$ cat config.mk
export PLATFORM = sky130hd
export DESIGN_NAME = fsk_modem_pins
export DESIGN_NICKNAME = d
export VERILOG_FILES = /design/src/inc/modem_pkg.sv /design/src/inc/frame_if.sv /design/src/core/fsk_modem_pins.sv /design/src/core/frame_fifo.sv /design/src/core/cfg_shift.sv
export SDC_FILE = /design/constraint.sdc
export NUM_CORES = 1
export LEC_CHECK = 0
export BUFFER_PORTS_ARGS = -buffer_cell sky130_fd_sc_hd__buf_2
export CORE_ASPECT_RATIO = 1.2
export CORE_MARGIN = 5
export CORE_UTILIZATION = 35
export DETAILED_ROUTE_END_ITERATION = 7
export GPL_TIMING_DRIVEN = 0
export SETUP_SLACK_MARGIN = 0.4
export SLEW_MARGIN = 10
export SYNTH_ARGS = -nofsm -noshare
export SYNTH_HDL_FRONTEND = slang
export SYNTH_SLANG_ARGS = --single-unit
$ cat constraint.sdc
create_clock -name ref_clk_i -period 3.1 [get_ports ref_clk_i]
set_clock_uncertainty 0.05 [all_clocks]
set_input_delay 0.155 -clock ref_clk_i [delete_from_list [all_inputs] [get_ports ref_clk_i]]
set_output_delay 0.155 -clock ref_clk_i [all_outputs]
set_load 0.01 [all_outputs]
$ cat src/inc/modem_pkg.sv
`default_nettype none
package modem_pkg;
   // ****************************************
   // Timing
   // ****************************************
   localparam int unsigned CLK_HZ          = 20_000_000;
   localparam int unsigned MARK_HZ         = 1200;
   localparam int unsigned SPACE_HZ        = 2200;
   localparam int unsigned CD_GAP_US       = 2500;
   localparam int unsigned CD_GAP_CYC      = CD_GAP_US * (CLK_HZ / 1_000_000);
   localparam int unsigned WDOG_TICK_HZ    = 1800;
   localparam int unsigned WDOG_TICK_CYC   = CLK_HZ / WDOG_TICK_HZ;
   localparam int unsigned WDOG_TIMEOUT_MS = 10;
   localparam int unsigned WDOG_TIMEOUT_CYC = WDOG_TIMEOUT_MS * (CLK_HZ / 1000);
   // Half period splitting mark from space, in cycles
   localparam logic [13:0] DEMOD_SPLIT_CYC = 14'(CLK_HZ / (MARK_HZ + SPACE_HZ));
   localparam logic [2:0]  CD_PULSES       = 3'h4;
   localparam logic [7:0]  DAC_UPDATE_CYC  = 8'hFF;

   // ****************************************
   // Tone generator
   // ****************************************
   localparam int          PHASE_W   = 24;
   localparam logic [23:0] MARK_INC  = 24'((64'(MARK_HZ) << PHASE_W) / 64'(CLK_HZ));
   localparam logic [23:0] SPACE_INC = 24'((64'(SPACE_HZ) << PHASE_W) / 64'(CLK_HZ));
   typedef logic [7:0] level_t;
   localparam level_t      MOD_IDLE_CODE = 8'h80;
   localparam level_t      MOD_LOW_CODE  = 8'h40;

   // ****************************************
   // Configuration frames
   // ****************************************
   localparam logic [4:0]  FRAME_SHORT      = 5'h08;
   localparam logic [4:0]  FRAME_LONG       = 5'h10;
   localparam int          FRAME_W          = 17;
   localparam int          FRAME_LONG_BIT   = 16;
   localparam int          FIFO_DEPTH       = 32;
   localparam int          CFG_CORE_DIV_LSB = 1;
   localparam int          CFG_AUX_DIV_LSB  = 3;
   localparam int          CFG_WDOG_EXT_BIT = 5;
   localparam logic [7:0]  CFG_RESET        = 8'h00;
   localparam logic [15:0] DAC_RESET        = 16'h0000;
endpackage : modem_pkg
`default_nettype wire

$ cat src/inc/frame_if.sv
`default_nettype none
interface frame_if #(parameter int W = 17);
   logic [W-1:0] data;
   logic         valid;
   logic         ready;
   modport src (output data, output valid, input ready);
   modport snk (input data, input valid, output ready);
endinterface : frame_if
`default_nettype wire

$ cat src/core/fsk_modem_pins.sv
// Summary of operation
// - Modulator and transmit output run only while request to send is low.
// - Low transmit bit gives 2200 Hz, high gives 1200 Hz.
// - Receive bit high for 1200 Hz tone, low for 2200 Hz.
// - Receive bit passes only while carrier is present, else low.
// - Qualified receive bit is not carrier or receive bit.
// - Carrier present rises after four consecutive threshold pulses.
// - Reset low holds all logic in reset.
// - Transmit level sits at idle code while request to send high.
// - Configuration frames of 8 or 16 bits are both accepted.
// - On fault the DAC output jumps to the alarm level pin.
// - Watchdog kicked by internal 1.8 kHz tick or external pin.
// - Aux and core clock outputs divided by configuration fields.
// - DAC pin driven by 16-bit sigma-delta modulator.
// - Tone phase continues across mark and space switching.
// - Carrier drops if next pulse misses the 2.5 ms gap.
// - Carrier present only while request to send is high.
`default_nettype none
module fsk_modem_pins #(
   parameter int unsigned CD_GAP_CYC       = modem_pkg::CD_GAP_CYC,
   parameter int unsigned WDOG_TICK_CYC    = modem_pkg::WDOG_TICK_CYC,
   parameter int unsigned WDOG_TIMEOUT_CYC = modem_pkg::WDOG_TIMEOUT_CYC
) (
   input  wire logic        ref_clk_i,
   input  wire logic        rst_b_i,
   input  wire logic        request_to_send_n_i,
   input  wire logic        tx_bit_i,
   input  wire logic        rx_cmp_i,
   input  wire logic        carrier_cmp_i,
   input  wire logic        serial_clock_i,
   input  wire logic        spi_select_i,
   input  wire logic        serial_data_i,
   input  wire logic        alarm_level_select_i,
   input  wire logic        watchdog_tick_i,
   output logic             mod_enable_o,
   output modem_pkg::level_t mod_level_o,
   output logic             rx_bit_o,
   output logic             rx_bit_qualified_o,
   output logic             carrier_present_o,
   output logic             aux_clock_o,
   output logic             core_clock_o,
   output logic             dac_o,
   output logic             watchdog_fault_o,
   output logic             cfg_drop_o
);
   import modem_pkg::*;

   // ****************************************
   // Configuration path
   // ****************************************
   frame_if #(.W(FRAME_W)) cfg_bus ();
   frame_if #(.W(FRAME_W)) drain_bus ();

   logic        drop_pulse;
   logic [7:0]  cfg_r;
   logic [15:0] dac_code_r;
   logic [7:0]  upd_cnt_r;
   logic        upd_tick;
   logic        pop;

   cfg_shift u_cfg_shift (
      .ref_clk_i      (ref_clk_i),
      .rst_b_i        (rst_b_i),
      .serial_clock_i (serial_clock_i),
      .spi_select_i   (spi_select_i),
      .serial_data_i  (serial_data_i),
      .out_p          (cfg_bus.src),
      .drop_o         (drop_pulse)
   );

   frame_fifo #(
      .W     (FRAME_W),
      .DEPTH (FIFO_DEPTH)
   ) u_frame_fifo (
      .ref_clk_i (ref_clk_i),
      .rst_b_i   (rst_b_i),
      .in_p      (cfg_bus.snk),
      .out_p     (drain_bus.src)
   );

   // One frame applied per update slot; lets the buffer fill under bursts
   assign upd_tick        = (upd_cnt_r == DAC_UPDATE_CYC);
   assign drain_bus.ready = upd_tick;
   assign pop             = upd_tick && drain_bus.valid;

   always_ff @(posedge ref_clk_i or negedge rst_b_i) begin
      if (!rst_b_i) begin
         upd_cnt_r  <= '0;
         cfg_r      <= CFG_RESET;
         dac_code_r <= DAC_RESET;
         cfg_drop_o <= 1'b0;
      end else begin
         upd_cnt_r  <= upd_cnt_r + 8'h01;
         cfg_drop_o <= drop_pulse;
         // long frame loads DAC, short frame loads config
         if (pop && drain_bus.data[FRAME_LONG_BIT]) begin
            dac_code_r <= drain_bus.data[15:0];
         end else if (pop) begin
            cfg_r <= drain_bus.data[7:0];
         end
      end
   end

   // ****************************************
   // Tone generator
   // ****************************************
   logic [23:0] phase_r;
   logic [23:0] phase_inc;
   logic [23:0] phase_nxt;
   logic [6:0]  tri_val;
   level_t      level_nxt;

   // mark for high bit, space for low
   assign phase_inc = tx_bit_i ? MARK_INC : SPACE_INC;
   // accumulator never reloads on a bit change
   assign phase_nxt = request_to_send_n_i ? '0 : phase_r + phase_inc;
   assign tri_val   = phase_r[23] ? ~phase_r[22:16] : phase_r[22:16];
   assign level_nxt = request_to_send_n_i ? MOD_IDLE_CODE : MOD_LOW_CODE + {1'b0, tri_val};

   always_ff @(posedge ref_clk_i or negedge rst_b_i) begin
      if (!rst_b_i) begin
         phase_r      <= '0;
         mod_level_o  <= MOD_IDLE_CODE;
         mod_enable_o <= 1'b0;
      end else begin
         phase_r      <= phase_nxt;
         mod_level_o  <= level_nxt;
         mod_enable_o <= !request_to_send_n_i;
      end
   end

   // ****************************************
   // Demodulator
   // ****************************************
   logic        rx_q_r;
   logic [13:0] half_cnt_r;
   logic        demod_r;
   logic        rx_edge;

   assign rx_edge = rx_cmp_i ^ rx_q_r;

   always_ff @(posedge ref_clk_i or negedge rst_b_i) begin
      if (!rst_b_i) begin
         rx_q_r     <= 1'b0;
         half_cnt_r <= '0;
         demod_r    <= 1'b0;
      end else begin
         rx_q_r <= rx_cmp_i;
         if (!request_to_send_n_i) begin
            half_cnt_r <= '0;
            demod_r    <= 1'b0;
         end else if (rx_edge) begin
            half_cnt_r <= '0;
            demod_r    <= (half_cnt_r > DEMOD_SPLIT_CYC);
         end else if (half_cnt_r != 14'h3FFF) begin
            half_cnt_r <= half_cnt_r + 14'h0001;
         end
      end
   end

   // ****************************************
   // Carrier detect
   // ****************************************
   logic        cmp_q_r;
   logic [2:0]  pulse_cnt_r;
   logic [31:0] gap_cnt_r;
   logic        cd_r;
   logic        cmp_rise;
   logic        gap_expired;

   assign cmp_rise    = carrier_cmp_i && !cmp_q_r;
   assign gap_expired = (gap_cnt_r == CD_GAP_CYC);

   always_ff @(posedge ref_clk_i or negedge rst_b_i) begin
      if (!rst_b_i) begin
         cmp_q_r     <= 1'b0;
         pulse_cnt_r <= '0;
         gap_cnt_r   <= '0;
         cd_r        <= 1'b0;
      end else begin
         cmp_q_r <= carrier_cmp_i;
         if (!request_to_send_n_i) begin
            pulse_cnt_r <= '0;
            gap_cnt_r   <= '0;
            cd_r        <= 1'b0;
         end else if (cmp_rise) begin
            gap_cnt_r <= '0;
            if (pulse_cnt_r == CD_PULSES - 3'h1) begin
               cd_r <= 1'b1;
            end
            if (pulse_cnt_r != CD_PULSES) begin
               pulse_cnt_r <= pulse_cnt_r + 3'h1;
            end
         end else if (gap_expired) begin
            pulse_cnt_r <= '0;
            gap_cnt_r   <= '0;
            cd_r        <= 1'b0;
         end else begin
            gap_cnt_r <= gap_cnt_r + 32'h1;
         end
      end
   end

   always_ff @(posedge ref_clk_i or negedge rst_b_i) begin
      if (!rst_b_i) begin
         carrier_present_o  <= 1'b0;
         rx_bit_o           <= 1'b0;
         rx_bit_qualified_o <= 1'b1;
      end else begin
         carrier_present_o  <= cd_r;
         rx_bit_o           <= cd_r && demod_r;
         rx_bit_qualified_o <= !cd_r || demod_r;
      end
   end

   // ****************************************
   // Watchdog and DAC
   // ****************************************
   logic        tick_q_r;
   logic [31:0] int_cnt_r;
   logic [31:0] wdog_cnt_r;
   logic [15:0] sd_acc_r;
   logic [16:0] sd_sum;
   logic        int_kick;
   logic        kick;

   assign int_kick = (int_cnt_r == WDOG_TICK_CYC - 1);
   // kick source picked by config bit
   assign kick     = cfg_r[CFG_WDOG_EXT_BIT] ? (watchdog_tick_i && !tick_q_r) : int_kick;
   // first-order modulator, carry is the bit
   assign sd_sum   = {1'b0, sd_acc_r} + {1'b0, dac_code_r};

   always_ff @(posedge ref_clk_i or negedge rst_b_i) begin
      if (!rst_b_i) begin
         tick_q_r         <= 1'b0;
         int_cnt_r        <= '0;
         wdog_cnt_r       <= '0;
         watchdog_fault_o <= 1'b0;
         sd_acc_r         <= '0;
         dac_o            <= 1'b0;
      end else begin
         tick_q_r  <= watchdog_tick_i;
         int_cnt_r <= int_kick ? '0 : int_cnt_r + 32'h1;
         if (kick) begin
            wdog_cnt_r       <= '0;
            watchdog_fault_o <= 1'b0;
         end else if (wdog_cnt_r == WDOG_TIMEOUT_CYC) begin
            watchdog_fault_o <= 1'b1;
         end else begin
            wdog_cnt_r <= wdog_cnt_r + 32'h1;
         end
         sd_acc_r <= sd_sum[15:0];
         dac_o    <= watchdog_fault_o ? alarm_level_select_i : sd_sum[16];
      end
   end

   // ****************************************
   // Clock outputs
   // ****************************************
   logic [3:0] div_cnt_r;
   logic [1:0] core_sel;
   logic [1:0] aux_sel;

   assign core_sel = cfg_r[CFG_CORE_DIV_LSB +: 2];
   assign aux_sel  = cfg_r[CFG_AUX_DIV_LSB +: 2];

   always_ff @(posedge ref_clk_i or negedge rst_b_i) begin
      if (!rst_b_i) begin
         div_cnt_r    <= '0;
         core_clock_o <= 1'b0;
         aux_clock_o  <= 1'b0;
      end else begin
         div_cnt_r    <= div_cnt_r + 4'h1;
         core_clock_o <= div_cnt_r[core_sel];
         aux_clock_o  <= div_cnt_r[aux_sel];
      end
   end
endmodule : fsk_modem_pins
`default_nettype wire

$ cat src/core/frame_fifo.sv
`default_nettype none
module frame_fifo #(
   parameter int W     = 17,
   parameter int DEPTH = 32
) (
   input  wire logic ref_clk_i,
   input  wire logic rst_b_i,
   frame_if.snk      in_p,
   frame_if.src      out_p
);
   localparam int AW = $clog2(DEPTH);

   logic [AW:0]  wr_ptr_r;
   logic [AW:0]  rd_ptr_r;
   logic [W-1:0] mem_r [DEPTH];
   logic         full;
   logic         empty;
   logic         push;
   logic         pop;

   assign full  = (wr_ptr_r[AW] != rd_ptr_r[AW]) && (wr_ptr_r[AW-1:0] == rd_ptr_r[AW-1:0]);
   assign empty = (wr_ptr_r == rd_ptr_r);
   assign push  = in_p.valid && !full;
   assign pop   = out_p.ready && !empty;
   assign in_p.ready  = !full;
   assign out_p.valid = !empty;
   assign out_p.data  = mem_r[rd_ptr_r[AW-1:0]];

   always_ff @(posedge ref_clk_i or negedge rst_b_i) begin
      if (!rst_b_i) begin
         wr_ptr_r <= '0;
         rd_ptr_r <= '0;
      end else begin
         wr_ptr_r <= wr_ptr_r + (AW+1)'(push);
         rd_ptr_r <= rd_ptr_r + (AW+1)'(pop);
      end
   end

   for (genvar g = 0; g < DEPTH; g++) begin : g_entry
      always_ff @(posedge ref_clk_i) begin
         if (push && wr_ptr_r[AW-1:0] == AW'(g)) begin
            mem_r[g] <= in_p.data;
         end
      end
   end
endmodule : frame_fifo
`default_nettype wire

$ cat src/core/cfg_shift.sv
`default_nettype none
module cfg_shift (
   input  wire logic ref_clk_i,
   input  wire logic rst_b_i,
   input  wire logic serial_clock_i,
   input  wire logic spi_select_i,
   input  wire logic serial_data_i,
   frame_if.src      out_p,
   output logic      drop_o
);
   import modem_pkg::*;

   logic        sclk_q_r;
   logic        sel_q_r;
   logic [15:0] shift_r;
   logic [4:0]  cnt_r;
   logic        valid_r;
   logic [16:0] data_r;
   logic        sclk_rise;
   logic        frame_end;
   logic        len_ok;
   logic        blocked;

   assign sclk_rise = serial_clock_i && !sclk_q_r;
   assign frame_end = sel_q_r && !spi_select_i;
   assign len_ok    = (cnt_r == FRAME_SHORT) || (cnt_r == FRAME_LONG);
   assign blocked   = valid_r && !out_p.ready;
   assign out_p.valid = valid_r;
   assign out_p.data  = data_r;
   assign drop_o      = frame_end && len_ok && blocked;

   always_ff @(posedge ref_clk_i or negedge rst_b_i) begin
      if (!rst_b_i) begin
         sclk_q_r <= 1'b0;
         sel_q_r  <= 1'b0;
         shift_r  <= '0;
         cnt_r    <= '0;
      end else begin
         sclk_q_r <= serial_clock_i;
         sel_q_r  <= spi_select_i;
         // shift in, first bit most significant
         if (!spi_select_i) begin
            cnt_r <= '0;
         end else if (sclk_rise) begin
            shift_r <= {shift_r[14:0], serial_data_i};
            cnt_r   <= (cnt_r == 5'h1F) ? cnt_r : cnt_r + 5'h01;
         end
      end
   end

   // Frame held until buffer takes it; a second one meanwhile is lost
   always_ff @(posedge ref_clk_i or negedge rst_b_i) begin
      if (!rst_b_i) begin
         valid_r <= 1'b0;
         data_r  <= '0;
      end else if (frame_end && len_ok && !blocked) begin
         valid_r <= 1'b1;
         data_r  <= {cnt_r == FRAME_LONG, shift_r};
      end else if (out_p.ready) begin
         valid_r <= 1'b0;
      end
   end
endmodule : cfg_shift
`default_nettype wire

==> results of run 1 <==
-- critical path: cells and delay by family, from the launching register on --
| family | cells | cell delay (ns) |
|---|---|---|
| buffers and inverters | 4 | 1.10 |
| AOI/OAI and AO/OA | 2 | 0.53 |
| DFF | 1 | 0.33 |
| and+or+nand+nor | 1 | 0.27 |
| muxes | 1 | 0.27 |
-- Yosys cell counts, drive strengths merged (4+ instances only) --
| library cell | instances | area, sq um |
|---|---|---|
| and3 | 21 | 131 |
| and2 | 12 | 75.1 |
| o22ai | 28 | 175 |
| nand4 | 43 | 269 |
| or2 | 8 | 50.1 |
| buf | 42 | 271 |
| nor4bb | 4 | 40.0 |
| nand2 | 82 | 308 |
| clkbuf | 34 | 129 |
| o31ai | 12 | 90.1 |
| nand3 | 49 | 245 |
| o21a | 6 | 45.0 |
| ha | 43 | 538 |
| a21oi | 35 | 175 |
| inv | 34 | 128 |
| mux4 | 138 | 3110 |
| mux2 | 64 | 721 |
| nor3 | 22 | 131 |
| edfxtp | 544 | 16300 |
| and4 | 9 | 78.8 |
| nor4 | 20 | 138 |
| a211oi | 8 | 60.1 |
| a31oi | 5 | 31.3 |
| nor2b | 16 | 100 |
| nor4b | 6 | 52.6 |
| dfrtp | 259 | 6480 |
| a221o | 5 | 50.1 |
| a22o | 22 | 193 |
| xnor2 | 75 | 657 |
| nor2 | 176 | 663 |
| xor2 | 76 | 666 |
| mux2i | 17 | 170 |
| a21o | 6 | 45.0 |
| a21boi | 4 | 30.0 |
| nand2b | 8 | 50.1 |
| o21ai | 37 | 185 |
| or3 | 14 | 87.6 |
-- registers in the layout, summed over array words and instances (netlist names), 3 cells and up --
signal	count
div_cnt_r	4
sd_acc_r	16
u_frame_fifo.rd_ptr_r	6
int_cnt_r	32
u_frame_fifo.mem_r	544
upd_cnt_r	8
dac_code_r	16
u_cfg_shift.out_p.data	17
cfg_r	5
half_cnt_r	14
phase_r	24
gap_cnt_r	32
u_cfg_shift.cnt_r	5
u_cfg_shift.shift_r	16
mod_level_o	8
u_frame_fifo.wr_ptr_r	6
wdog_cnt_r	32
pulse_cnt_r	3
-- power by group through the flow --
stage | registers [W] | clock network [W] | logic (W)
3_3_place_gp | 0.0118 | 0 | 0.000631
4_1_cts | 0.0116 | 0.0102 | 0.000687
3_5_place_dp | 0.0118 | 0 | 0.000666
5_1_grt | 0.0116 | 0.0107 | 0.000770
6_report | 0.0116 | 0.00996 | 0.000678
2_1_floorplan | 0.0118 | 0 | 0.000465
-- repair_timing --
| item | in CTS | in global routing |
|---|---|---|
| endpoints found under the setup margin | 551 | 587 |
| buffers inserted | 53 | 8 |
| gates resized for setup | 52 | 63 |
| endpoints found under the hold margin | 214 | 0 |
| pin swaps | 29 | 10 |
| hold buffers | 11 | 0 |
-- layout make-up --
| cell class | count | area [sq um] | share of cell area |
|---|---|---|---|
| buffer | 76 | 536 | 0.0136 |
| clock buffer | 107 | 2270 | 0.0579 |
| clock inverter | 46 | 457 | 0.0116 |
| inverter | 34 | 128 | 0.00325 |
| multi-input combinational | 1097 | 10000 | 0.256 |
| sequential | 805 | 22900 | 0.583 |
| tap | 1250 | 1560 | 0.0399 |
| timing repair buffer | 118 | 1370 | 0.0349 |
-- cells by family (layout without fill, tap and decap cells) --
| group | count (synthesis) | in the layout | share of synthesized area |
|---|---|---|---|
| fa+ha+maj | 45 | 45 | 0.0175 |
| compound gates | 186 | 186 | 0.0375 |
| buf+inv | 110 | 381 | 0.0160 |
| flops | 805 | 805 | 0.693 |
| xor+xnor | 151 | 151 | 0.0401 |
| simple gates | 496 | 496 | 0.0747 |
| mux | 219 | 219 | 0.121 |
-- per-layer routing --
| metal | vias to the layer above | track usage | wire [microns] |
|---|---|---|---|
| met5 | - | 0 | 13 |
| met4 | 2 | 0.0536 | 2170 |
| met3 | 126 | 0.0252 | 3690 |
| met2 | 468 | 0.256 | 38200 |
| met1 | 9492 | 0.180 | 29900 |
| li1 | 8149 | - | - |
-- final timing paths --
check                                         startpoint                end  slack, ns  depth (start not counted)
min in group ref_clk_i                     carrier_cmp_i            cmp_q_r       0.14                          2
worst max register to register  u_frame_fifo.rd_ptr_r[2]           cfg_r[4]       0.40                          8
worst min register to register                      cd_r  carrier_present_o       0.41                          0
worst min-delay path                             rst_b_i     wdog_cnt_r[19]       0.08                          3
max in group asynchronous                        rst_b_i      gap_cnt_r[12]       2.20                          4
worst max-delay path            u_frame_fifo.rd_ptr_r[2]           cfg_r[4]       0.40                          8
-- stage by stage --
step,setup TNS (ns),worst slack (ns)
4_1_cts,0,0.246
2_1_floorplan,0,0.351
3_5_place_dp,-0.744,-0.0305
6_report,0,0.404
5_1_grt,0,0.345
3_3_place_gp,-1121.55,-2.89
==> reports/metrics.yaml, run 1 <==
status: "finished, final reports clean"
critPathMostFrequentCell: "buf_4"
path_cells: "clkbuf_2 > clkbuf_4 > buf_4 > nand2b_1 > buf_4 > o22ai_1 > a221o_1 > mux2_2"
die_w_microns: 290
cp_slowest_cell: "dfrtp_1"
grt_pass1_vias: 19384
leakagePower_nw: 14.0
routed_wl_microns: 73900
seq_power_share: 0.522
synth_edf_count: 544
min_period_ns: 2.70
yosys_register_bits: 805
max-cap-violations: 0
cp.required_ns: 3.55
worst_pin_slew_ns: 1.17
cts_buffer_depth: 3
worst_ir_drop_vdd_uv: 364
finish.utilization: 0.419
cts_buffers: 84
drt-vias-per-instance: 5.16
hold_violations: 0
p_sw_w: 0.00466
diodes: 0
fin_hold_ws_ns: 0.0783
fin_cells: 3533
htree_levels: 3
dp_hpwl_microns: 47200
die_h_microns: 346
grt_start_max_net_pins: 76
gp_congestion: 0.796
p_sw_frac: 0.209
placed_cell_area_sq_um: 35200
grt_usage: 0.145
max_freq_mhz: 371
final_area_sq_um: 39200
setup_viol: 0
hold_path_class: "input pin to asynchronous set/reset pin"
dieArea_sq_um: 101000
initial_utilization: 0.352
syn-num-nets: 2068
drt_iter0_drc: 1479
max_stage_delay_ns: 0.33
crit_fanout: 10
layout-drive-gt1-share: 0.247
core_sq_um: 93700
synth_flop_cell: "edfxtp_1"
clk_pin_slew_worst_paths_ns: 0.07
crit_path_start_kind: "register"
p_int_w: 0.0176
ys_seq_area_frac: 0.693
fin_nets: 2272
drv_slew: 0
fin_crit_sh: 0.870
synth_cell_types: 66
cts.sinks: 805
cts-root-buf: "clkbuf_16"
avgSynthCellArea_sq_um: 16.4
num_vias: 18237
drcViolationCount: 0
drtAntennaViolNets: 0
pwr-share-comb: 0.030
insertion_delay_ns: 0.64
area_delta_synth_final_pct: 18.9
cp-end-kind: "register"
cp.arrival_ns: 3.15
antenna_found_initial: 1
clock_power_share: 0.448
critPathKind: "register to register"
final_cell_mix: "edfxtp_1 (544), dfrtp_1 (259), nor2_1 (143)"
yosys_warnings: 0
num-fill-cells: 8196
final_common_cell: "edfxtp_1"
overflow: 0
dr.pass1.iters: 5
rows: 123
relSlewSlack: 0.220
wl_per_cell_microns: 20.9
io_pins: 28
powerDensity_nw_per_um2: 567
grt_pass1_wl_microns: 115000
tritoncts: "built"
synth_area_sq_um: 33000
p_total_w: 0.0222
io_buffers: 26
rsz0062_at_grt: "yes"
synthesis.instances: 2012
placedCellCount: 3308
async_reset_ff_frac: 0.324
Note: power is estimated with default switching activity, not from simulation.
==> run 2, diff against run 1 <==
Settings changed: CAP_MARGIN from default to 20.
Clock period 3.1 ns to 2.9 ns, I/O delays scaled along.
==> reports/metrics.yaml, run 2 (synthesis results as in run 1) <==
status: "finished, final reports clean"  # unchanged
die_h_microns: 346  # unchanged
wl_per_cell_microns: 20.9  # about the same
final_common_cell: "edfxtp_1"  # unchanged
drt_iter0_drc: 1151  # was 1479
crit_path_start_kind: "register"  # unchanged
grt_pass1_vias: 19175  # was 19384
rows: 123  # unchanged
drtAntennaViolNets: 0  # unchanged
setup_viol: 0  # unchanged
die_w_microns: 290  # unchanged
final_cell_mix: "edfxtp_1 (544), dfrtp_1 (258), nor2_1 (143)"  # was edfxtp_1 (544), dfrtp_1 (259), nor2_1 (143)
drv_slew: 0  # unchanged
largest_register_ffs: 544  # unchanged
initial_utilization: 0.352  # unchanged
fin_ws_ns: 0.240  # was 0.404 ns
cp.arrival_ns: 3.13  # was 3.15 ns
io_pins: 28  # unchanged
max-cap-violations: 0  # unchanged
fin_nets: 2320  # was 2272
area_delta_synth_final_pct: 21.9  # was 18.9%
cts_buffer_depth: 3  # unchanged
cp.required_ns: 3.37  # was 3.55 ns
path_buf_inv: 5  # was 4
cts.sinks: 805  # unchanged
max_freq_mhz: 376  # was 371 MHz
critPathMostFrequentCell: "buf_12"  # was buf_4
path_cells: "buf_12 > buf_12 > buf_6 > buf_12 > buf_12 > mux4_2 > mux2i_4 > o22ai_4 > a221o_1 > mux2_4"  # was clkbuf_2 > clkbuf_4 > buf_4 > nand2b_1 > buf_4 > o22ai_1 > a221o_1 > mux2_2
dr.pass1.iters: 5  # unchanged
crit_fanout: 5  # was 10
fin_cells: 3582  # was 3533
crit_start: "u_frame_fifo.rd_ptr_r[0]"  # was u_frame_fifo.rd_ptr_r[2]
min_period_ns: 2.66  # was 2.70 ns
grt_usage: 0.144  # was 0.145
placed_cell_area_sq_um: 35200  # about the same
worst_pin_slew_ns: 1.10  # was 1.17 ns
layout-drive-gt1-share: 0.282  # was 0.247
place_worst_setup_slack_ns: -0.316  # was -0.0305 ns
io_buffers: 26  # unchanged
insertion_delay_ns: 0.63  # was 0.64 ns
tns_ns: 0  # unchanged
cp-end-kind: "register"  # unchanged
fin_crit_sh: 0.917  # was 0.870
relSlewSlack: 0.267  # was 0.220
diodes: 0  # unchanged
cts-root-buf: "clkbuf_16"  # unchanged
num_vias: 18365  # was 18237
max_stage_delay_ns: 0.48  # was 0.33 ns
gp_congestion: 0.785  # was 0.796
clk_pin_slew_worst_paths_ns: 0.07  # about the same
placedCellCount: 3307  # was 3308
top_register: "u_frame_fifo.mem_r"  # unchanged
hold_violations: 0  # unchanged
critPathKind: "register to register"  # unchanged
drt-vias-per-instance: 5.13  # was 5.16
dp_hpwl_microns: 46800  # was 47200 microns
antenna_found_initial: 0  # was 1
drcViolationCount: 0  # unchanged
hold_path_class: "input pin to register"  # was input pin to asynchronous set/reset pin
grt_start_max_net_pins: 100  # was 76
powerDensity_nw_per_um2: 591  # was 567 nW/um^2
routed_wl_microns: 75000  # was 73900 microns
dieArea_sq_um: 101000  # unchanged
overflow: 0  # unchanged
tritoncts: "built"  # unchanged
grt_pass1_wl_microns: 114000  # was 115000 microns
cp_slowest_cell: "mux4_2"  # was dfrtp_1
htree_levels: 3  # unchanged
min_from: "tx_bit_i"
reg2reg_from: "u_frame_fifo.rd_ptr_r[0]"  # was u_frame_fifo.rd_ptr_r[2]
cts_buffers: 82  # was 84
p_total_w: 0.0238  # was 0.0222 W
core_sq_um: 93700  # unchanged
leakagePower_nw: 14.4  # was 14.0 nW
rsz0062_at_grt: "yes"  # unchanged
final_area_sq_um: 40200  # was 39200 sq um
crit_family: "multiplexers"  # was buffers and inverters
worst_ir_drop_vdd_uv: 381  # was 364 uV
[run 2: changes by cell type in the layout (fill, tap and decap cells not counted), sizes merged]
cell	delta
buf	+51
clkbuf	+2
clkinv	-2
bufinv	-1
clkinvlp	+1
dlygate4sd3	-1
inv	-1
[run 2: repair_timing]
item | CTS | global route
hold endpoints to repair | 125 | 0
resized for setup | 155 | 72
setup buffers | 52 | 49
setup endpoints to repair | 609 | 475
hold buffers | 9 | 0
gates cloned | 2 | 3
pin swaps | 33 | 39
[run 2: path summary, 6_finish.rpt]
| path | endpoint | slack, ns | cells after the start |
|---|---|---|---|
| max in group asynchronous | u_cfg_shift.shift_r[13] | 1.40 | 4 |
| hold reg to reg | carrier_present_o | 0.41 | 0 |
| setup reg to reg | dac_code_r[5] | 0.24 | 10 |
| hold / removal | phase_r[1] | 0.04 | 3 |
| min in group asynchronous | wdog_cnt_r[1] | 0.08 | 2 |
| setup / recovery | dac_code_r[5] | 0.24 | 10 |
[run 2: power breakdown]
| part | internal (W) | switching (W) |
|---|---|---|
| clock network | 0.00616 | 0.00448 |
| logic | 0.000288 | 0.000422 |
| registers | 0.0123 | 0.0000983 |
[run 2: routing by layer]
metal | track usage | wire length, microns | vias to the layer above
li1 | - | - | 8250
met1 | 0.180 | 29900 | 9581
met2 | 0.257 | 39300 | 411
met3 | 0.0265 | 3700 | 123
met4 | 0.0370 | 1990 | 0
met5 | 0 | 0 | -
[run 2: worst reg2reg max path, cell delays in order, from the launching register on]
cell     delay, ns
dfrtp_1       0.41
buf_12        0.15
buf_12        0.13
buf_6         0.11
buf_12        0.13
buf_12        0.14
mux4_2        0.48
mux2i_4       0.20
o22ai_4       0.10
a221o_1       0.36
mux2_4        0.29
[run 2: final cells by class]
cell class,count,area [sq um]
inverters,34,128
multi-input cells,1097,10300
flip-flops and latches,805,22900
plain buffers,76,618
fillers,8103,53500
clock inverters,43,455
well taps,1250,1560
repair buffers,168,1970
clock buffers,109,2300
[run 2: stage by stage]
step	utilization	hold WS, ns
CTS	0.419	0.00400
global route	0.429	0.0763
detailed placement	0.375	0.176
floorplan	-	-0.201
global placement	0.371	0.226
finish	0.429	0.0393
